## src/bpw_pkg.sv

```systemverilog
// Package of constants and types for the buck switching-cycle control block.
//
// Behaviour
// - Overcurrent while high-side driven ends pulse immediately.
// - High side stays off until next cycle.
// - Count up on overcurrent cycle, down otherwise.
// - At seven, restart with seven soft-start cycles.
// - Both gate drives off during restart.
// - Counter decrements per completed soft-start cycle.
// - At zero, re-enable modulation, normal start.
// - Persisting overcurrent repeats the hiccup sequence.
// - Cycle starts on sync falling edge.
// - Applied sync clock replaces internal oscillator.
// - Sync held low runs internal oscillator.
// - Sync before ramp completes declares undervoltage.
// - Seven long-ramp cycles before undervoltage declared.
package bpw_pkg;

    // ------------------------------------------------------------
    // Counts and timing
    // ------------------------------------------------------------
    localparam int unsigned CLK_HZ          = 100_000_000;
    localparam int unsigned FAULT_LIMIT     = 7;
    localparam int unsigned UV_LIMIT        = 7;
    localparam int unsigned SS_CYCLES       = 7;
    localparam int unsigned OSC_PERIOD_NS   = 2000;
    localparam int unsigned OSC_CYCLES      = (OSC_PERIOD_NS * (CLK_HZ / 1_000_000)) / 1000;
    localparam int unsigned SYNC_LOSS_NS    = 4000;
    localparam int unsigned SYNC_LOSS_CYC   = (SYNC_LOSS_NS * (CLK_HZ / 1_000_000)) / 1000;
    localparam int unsigned SS_CYCLE_NS     = 20000;
    localparam int unsigned SS_CYCLE_CYC    = (SS_CYCLE_NS * (CLK_HZ / 1_000_000)) / 1000;

    localparam logic [2:0]  CNT_ZERO        = 3'h0;
    localparam logic [2:0]  CNT_FULL        = 3'(FAULT_LIMIT);
    localparam logic [2:0]  UV_FULL         = 3'(UV_LIMIT);
    localparam logic [2:0]  SS_FULL         = 3'(SS_CYCLES);
    localparam logic [15:0] OSC_TOP         = 16'(OSC_CYCLES - 1);
    localparam logic [15:0] SYNC_LOSS_TOP   = 16'(SYNC_LOSS_CYC - 1);
    localparam logic [15:0] SS_TOP          = 16'(SS_CYCLE_CYC - 1);

    typedef enum logic [1:0] {
        BPW_RUN     = 2'b00,
        BPW_HICCUP  = 2'b01,
        BPW_LOCKOUT = 2'b10
    } bpw_mode_e;

    typedef struct packed {
        logic       sync_m;
        logic       sync_s;
        logic       sync_d;
        logic       oc_m;
        logic       oc_s;
        logic       ramp_m;
        logic       ramp_s;
        logic       ext_sel;
        logic [15:0] osc_cnt;
        logic [15:0] loss_cnt;
        logic [15:0] ss_cnt;
        logic       oc_cycle;
        logic       hs_block;
        logic [2:0] fault_cnt;
        logic [2:0] uv_cnt;
        bpw_mode_e  mode;
        logic       hs_gate;
        logic       ls_gate;
        logic       cycle_start;
        logic       uv_flag;
        logic       hiccup;
    } bpw_state_s;

endpackage : bpw_pkg

```

## src/bpw_ctrl.sv

```systemverilog
// Switching-cycle controller: cycle clock select, pulse-by-pulse limit, hiccup and undervoltage.
`timescale 1ns/1ns
`default_nettype none
module bpw_ctrl
    import bpw_pkg::*;
(
    input  wire logic clk_sys,
    input  wire logic resetn,
    input  wire logic sync_pin,
    input  wire logic current_limit_sense_pin,
    input  wire logic feedforward_ramp_pin,
    input  wire logic pwm_demand,
    output var  logic hs_gate,
    output var  logic ls_gate,
    output var  logic cycle_start,
    output var  logic undervoltage_lockout,
    output var  logic hiccup_active,
    output var  logic ext_clock_active,
    output var  logic [2:0] fault_count
);

    // ------------------------------------------------------------
    // State
    // ------------------------------------------------------------
    bpw_state_s r;
    bpw_state_s next_r;

    logic sync_fall;
    logic start;
    logic osc_tick;

    always_comb begin
        next_r = r;
        // Pins cross in through two flops; sync_pin has a third, and its edge detect compares stages two and three.
        next_r.sync_m = sync_pin;
        next_r.sync_s = r.sync_m;
        next_r.sync_d = r.sync_s;
        next_r.oc_m   = current_limit_sense_pin;
        next_r.oc_s   = r.oc_m;
        next_r.ramp_m = feedforward_ramp_pin;
        next_r.ramp_s = r.ramp_m;

        sync_fall = r.sync_d & ~r.sync_s;
        osc_tick  = (r.osc_cnt == OSC_TOP);

        // ------------------------------------------------------------
        // Clock source select
        // ------------------------------------------------------------
        // Any falling edge hands cycle timing to the sync pin; a pin held low
        // for longer than the loss window falls back to the oscillator.
        if (sync_fall) begin
            next_r.ext_sel  = 1'b1;
            next_r.loss_cnt = 16'h0000;
        end else if (r.loss_cnt == SYNC_LOSS_TOP) begin
            next_r.ext_sel  = 1'b0;
        end else begin
            next_r.loss_cnt = r.loss_cnt + 16'h0001;
        end

        next_r.osc_cnt = osc_tick ? 16'h0000 : r.osc_cnt + 16'h0001;
        start = r.ext_sel ? sync_fall : (osc_tick & ~sync_fall);
        if (!r.ext_sel && sync_fall) begin
            start = 1'b1;
        end
        next_r.cycle_start = start;

        // ------------------------------------------------------------
        // Pulse-by-pulse limit
        // ------------------------------------------------------------
        if (r.hs_gate && r.oc_s) begin
            next_r.hs_block = 1'b1;
            next_r.oc_cycle = 1'b1;
        end
        if (start) begin
            next_r.hs_block = 1'b0;
            next_r.oc_cycle = 1'b0;
        end

        // ------------------------------------------------------------
        // Fault counter and modes
        // ------------------------------------------------------------
        next_r.ss_cnt = r.ss_cnt;
        unique case (r.mode)
            BPW_RUN: begin
                if (start) begin
                    if (r.oc_cycle) begin
                        if (r.fault_cnt == CNT_FULL - 3'h1) begin
                            next_r.mode    = BPW_HICCUP;
                            next_r.ss_cnt  = 16'h0000;
                        end
                        next_r.fault_cnt = r.fault_cnt + 3'h1;
                    end else if (r.fault_cnt != CNT_ZERO) begin
                        next_r.fault_cnt = r.fault_cnt - 3'h1;
                    end
                    // A ramp not finished when the cycle starts was interrupted. A run of
                    // seven is needed so that one line spike cannot shut the stage down.
                    if (!r.ramp_s) begin
                        if (r.uv_cnt == UV_FULL - 3'h1) begin
                            next_r.mode   = BPW_LOCKOUT;
                            next_r.uv_cnt = CNT_ZERO;
                        end else begin
                            next_r.uv_cnt = r.uv_cnt + 3'h1;
                        end
                    end else begin
                        next_r.uv_cnt = CNT_ZERO;
                    end
                end
            end
            BPW_HICCUP: begin
                // Soft-start cycles are timed from the system clock so a stuck
                // cycle clock cannot freeze the restart.
                if (r.ss_cnt == SS_TOP) begin
                    next_r.ss_cnt = 16'h0000;
                    next_r.fault_cnt = r.fault_cnt - 3'h1;
                    if (r.fault_cnt == 3'h1) begin
                        next_r.mode = BPW_RUN;
                    end
                end else begin
                    next_r.ss_cnt = r.ss_cnt + 16'h0001;
                end
            end
            BPW_LOCKOUT: begin
                // Seven good ramps in a row are needed to leave lockout.
                if (start) begin
                    if (r.ramp_s) begin
                        next_r.uv_cnt = r.uv_cnt + 3'h1;
                        if (r.uv_cnt == UV_FULL - 3'h1) begin
                            next_r.mode      = BPW_RUN;
                            next_r.fault_cnt = CNT_ZERO;
                            next_r.uv_cnt    = CNT_ZERO;
                        end
                    end else begin
                        next_r.uv_cnt = CNT_ZERO;
                    end
                end
            end
            default: begin
                next_r.mode = BPW_LOCKOUT;
            end
        endcase

        // ------------------------------------------------------------
        // Gate drives
        // ------------------------------------------------------------
        if (next_r.mode != BPW_RUN) begin
            next_r.hs_gate = 1'b0;
            next_r.ls_gate = 1'b0;
        end else begin
            next_r.hs_gate = pwm_demand & ~next_r.hs_block & ~(r.hs_gate & r.oc_s);
            next_r.ls_gate = ~next_r.hs_gate & ~r.hs_gate;
        end
        next_r.uv_flag = (next_r.mode == BPW_LOCKOUT);
        next_r.hiccup  = (next_r.mode == BPW_HICCUP);
    end

    always_ff @(posedge clk_sys or negedge resetn) begin
        if (!resetn) begin
            r           <= '0;
            r.mode      <= BPW_LOCKOUT;
            r.uv_flag   <= 1'b1;
        end else begin
            r <= next_r;
        end
    end

    assign hs_gate              = r.hs_gate;
    assign ls_gate              = r.ls_gate;
    assign cycle_start          = r.cycle_start;
    assign undervoltage_lockout = r.uv_flag;
    assign hiccup_active        = r.hiccup;
    assign ext_clock_active     = r.ext_sel;
    assign fault_count          = r.fault_cnt;

endmodule // bpw_ctrl
`default_nettype wire

```

## config.mk

```make
export PLATFORM = sky130hd
export DESIGN_NAME = bpw_ctrl
export DESIGN_NICKNAME = d
export VERILOG_FILES = /design/src/bpw_pkg.sv /design/src/bpw_ctrl.sv
export SDC_FILE = /design/constraint.sdc
export NUM_CORES = 1
export LEC_CHECK = 0
export ABC_AREA = 1
export BUFFER_PORTS_ARGS = -buffer_cell sky130_fd_sc_hd__buf_2
export CAP_MARGIN = 20
export CORE_MARGIN = 1
export CORE_UTILIZATION = 60
export CTS_CLUSTER_SIZE = 30
export DETAILED_ROUTE_END_ITERATION = 16
export PLACE_DENSITY = 0.78
export SLEW_MARGIN = 20
export SYNTH_ARGS = -nofsm -noshare
export SYNTH_HDL_FRONTEND = slang
export SYNTH_SLANG_ARGS = --single-unit
```

## constraint.sdc

```tcl
create_clock -name clk_sys -period 5.35 [get_ports clk_sys]
set_input_delay 0.535 -clock clk_sys [delete_from_list [all_inputs] [get_ports clk_sys]]
set_output_delay 0.535 -clock clk_sys [all_outputs]
set_load 0.01 [all_outputs]
```

==> flow_metrics.py <==
metrics = {
    "status": {
        "outcome": "finished clean",
    },
    "synth": {
        "avgSynthCellArea_sq_um": 8.04,
        "ys_seq_area_frac": 0.452,
        "yosysWarnings": 0,
        "synth_area_leaders": "dfrtp_1 44%, nand2_1 8.3%, inv_1 6.3%",
        "yosysUniqueCellTypes": 42,
        "synth_top_cell_area_share": 0.438,
        "ys_async_sr_fraction": 1.00,
        "syn_inst": 490,
        "synth-seq-cells": 71,
        "synth_fp_nets": 508,
        "ys.flop_type": "dfrtp_1",
        "syn_area_sq_um": 3940,
        "yosysTopAreaCell": "dfrtp_1",
        "synth-edff-count": 0,
    },
    "min_path": {
        "hold_path.startpoint": "current_limit_sense_pin",
        "hold_end": "next_r[66]",
        "hold_path_depth": 1,
        "hold_class": "in2reg",
    },
    "routing": {
        "ant_nets": 0,
        "top_layer_used": "met4",
        "routed_via_density": 5.38,
        "wl_per_cell_microns": 12.8,
        "drt-met1-wl_mm": 3.59,
        "via_count": 3169,
        "firstDrtPassIters": 5,
        "drt-total-wl_mm": 7.54,
        "wl_met2_mm": 3.61,
        "dr.first_iter.drc_count": 252,
        "wl_met3_microns": 285,
        "route.detailed.drc": 0,
    },
    "worst_setup_path": {
        "slowest_delay_ns": 0.43,
        "rr_worst_depth": 8,
        "end_kind": "flop",
        "crit_required_ns": 5.62,
        "worstPathCellList": "inv_1 -> ha_1 -> inv_1 -> o21ai_0 -> nand3_4 -> clkinv_4 -> nand2_1 -> a21oi_1",
        "crit_buf_inv": 3,
        "crit_family": "compound AO/OA/AOI/OAI gates",
        "cp-start-kind": "flop",
        "path_max_fanout": 22,
        "rr_endpoint": "r[18]",
        "rr_startpoint": "r[5]",
        "crit_top_cell": "inv_1",
        "ff2ff_setup_slack_ns": 3.20,
        "worstPathArrival_ns": 2.42,
        "crit_type": "reg2reg",
        "crit_path_top_delay_cell": "dfrtp_1",
    },
    "cts": {
        "cts_sinks": 71,
        "cts_made_buffers": 9,
        "post_cts_buffers": 0,
        "path_clk_slew_ns": 0.09,
        "htreeDepth": 3,
        "root_buffer": "clkbuf_8",
        "post_cts_resized": 0,
        "cts_hold_buffers": 0,
        "clk_latency_ns": 0.36,
        "cts_tree": "done",
        "ctsLongestPathBuffers": 2,
    },
    "place": {
        "dp.final_hpwl_mm": 5.52,
        "gp_congestion": 0.888,
        "placed_area_sq_um": 4050,
        "portBuffers": 14,
    },
    "sta": {
        "worst_pin_slew_ns": 1.02,
        "tns_ns": 0,
        "timing.hold.ws_ns": 0.278,
        "layout_worst_path_cycle_share": 0.402,
        "setup_viol": 0,
        "min_period_ns": 2.15,
        "fmax_mhz": 465,
        "slew_headroom": 0.316,
        "drv_slew": 0,
        "hold_viol": 0,
        "rsz0062_at_grt": "false",
        "skew_ns": 0.0103,
    },
    "power_and_ir_drop": {
        "power_density_nw_per_um2": 371,
        "leakagePower_nw": 2.10,
        "max-vdd-ir-drop_mv": 0.305,
        "p_total_mw": 1.57,
    },
    "die": {
        "die_x_microns": 83.0,
        "coreArea_sq_um": 6350,
        "start_util": 0.620,
        "die_height_microns": 83.0,
        "row_count": 29,
        "fp.dieArea_sq_um": 6890,
        "io_pins": 15,
    },
    "finish": {
        "finish.utilization": 0.668,
        "num-fill-cells": 521,
        "regArea_sq_um": 1780,
        "stdcell_area_sq_um": 4240,
        "syn_to_final_growth_pct": 7.66,
        "multi_input_area_sq_um": 1790,
        "layout_commonest_cell": "nand2_1",
        "n_antenna_cell": 0,
        "post_route_cells_drive_above_1_share": 0.137,
        "final_nets": 525,
        "final_cell_mix": "87 x nand2_1, 69 x dfrtp_1, 66 x inv_1",
    },
    "global_route": {
        "grt_pass1_wl_mm": 13.4,
        "overflow": 0,
        "grt_start_max_net_pins": 72,
        "antenna_found_initial": 0,
        "grt_util_all_layers": 0.241,
        "grt_pass1_vias": 3100,
    },
    "run": {
        "cap_violations": 0,
    },
}
## synthesized netlist by cell type (4+ instances only)
cell	number
nand4_1	15
nor2_2	7
nor2_1	55
nand2_2	4
nand3_1	37
a21oi_1	19
ha_1	12
xnor2_1	5
inv_1	66
xor2_1	17
buf_4	4
nand2_1	87
inv_2	9
o21ai_0	17
nor4_1	4
o21ai_1	13
dfrtp_1	69
nor3_1	14
## per-stage QoR
step	worst slack [ns]	std cells
global route	3.01	589
floorplan	3.60	490
detailed placement	3.22	573
CTS	3.21	589
global placement	3.34	573
finish	3.20	589
## worst reg2reg max path: cells and delay by family, from the launching register on
family,cells,cell delay (ns)
flops,1,0.43
buf+inv,3,0.47
fa+ha+maj,1,0.39
compound gates,2,0.49
simple gates,2,0.29
## where the power goes
part           switching [mW]  leakage (nW)  internal [mW]
Sequential             0.0558         0.933          0.605
Clock                   0.236         0.101          0.184
Combinational           0.321          1.06          0.168
## flip-flops by register name, summed over array words and instances, names as in the netlist
signal                count
hiccup_active             1
undervoltage_lockout      1
ext_clock_active          1
r                        58
fault_count               3
hs_gate                   1
next_r                    4
cycle_start               1
ls_gate                   1
## cell families after synthesis
logic type                 after synthesis  share of synthesized area
xor gates and xnor gates                22                     0.0489
and+or+nand+nor                        238                      0.283
DFF                                     71                      0.452
muxes                                    1                    0.00254
buffers and inverters                   87                     0.0931
adders and majority gates               12                     0.0381
AOI/OAI and AO/OA                       59                     0.0823
## worst max-delay path by stage
stage	from	depth (start not counted)	endpoint	slack, ns
floorplan	r[5]	8	r[17]	3.60
global placement	r[5]	8	r[28]	3.34
detailed placement	r[5]	8	r[18]	3.22
CTS	next_r[68]	9	r[18]	3.21
global route	r[5]	8	r[18]	3.01
finish	r[5]	8	r[18]	3.20
## metal layers
| layer | vias to the layer above | track usage |
|---|---|---|
| li1 | 1606 | - |
| met1 | 1490 | 0.318 |
| met2 | 67 | 0.386 |
| met3 | 6 | 0.0686 |
| met4 | 0 | 0.0752 |
| met5 | - | 0 |
## final cells by class
type,count,share of cell area
clock buffer,9,0.0292
clock inverter,7,0.0162
inverter,78,0.0711
multi-input combinational,332,0.423
sequential,71,0.420
tap,77,0.0227
timing repair buffer,15,0.0183
Power figures use the tool's default switching activity.
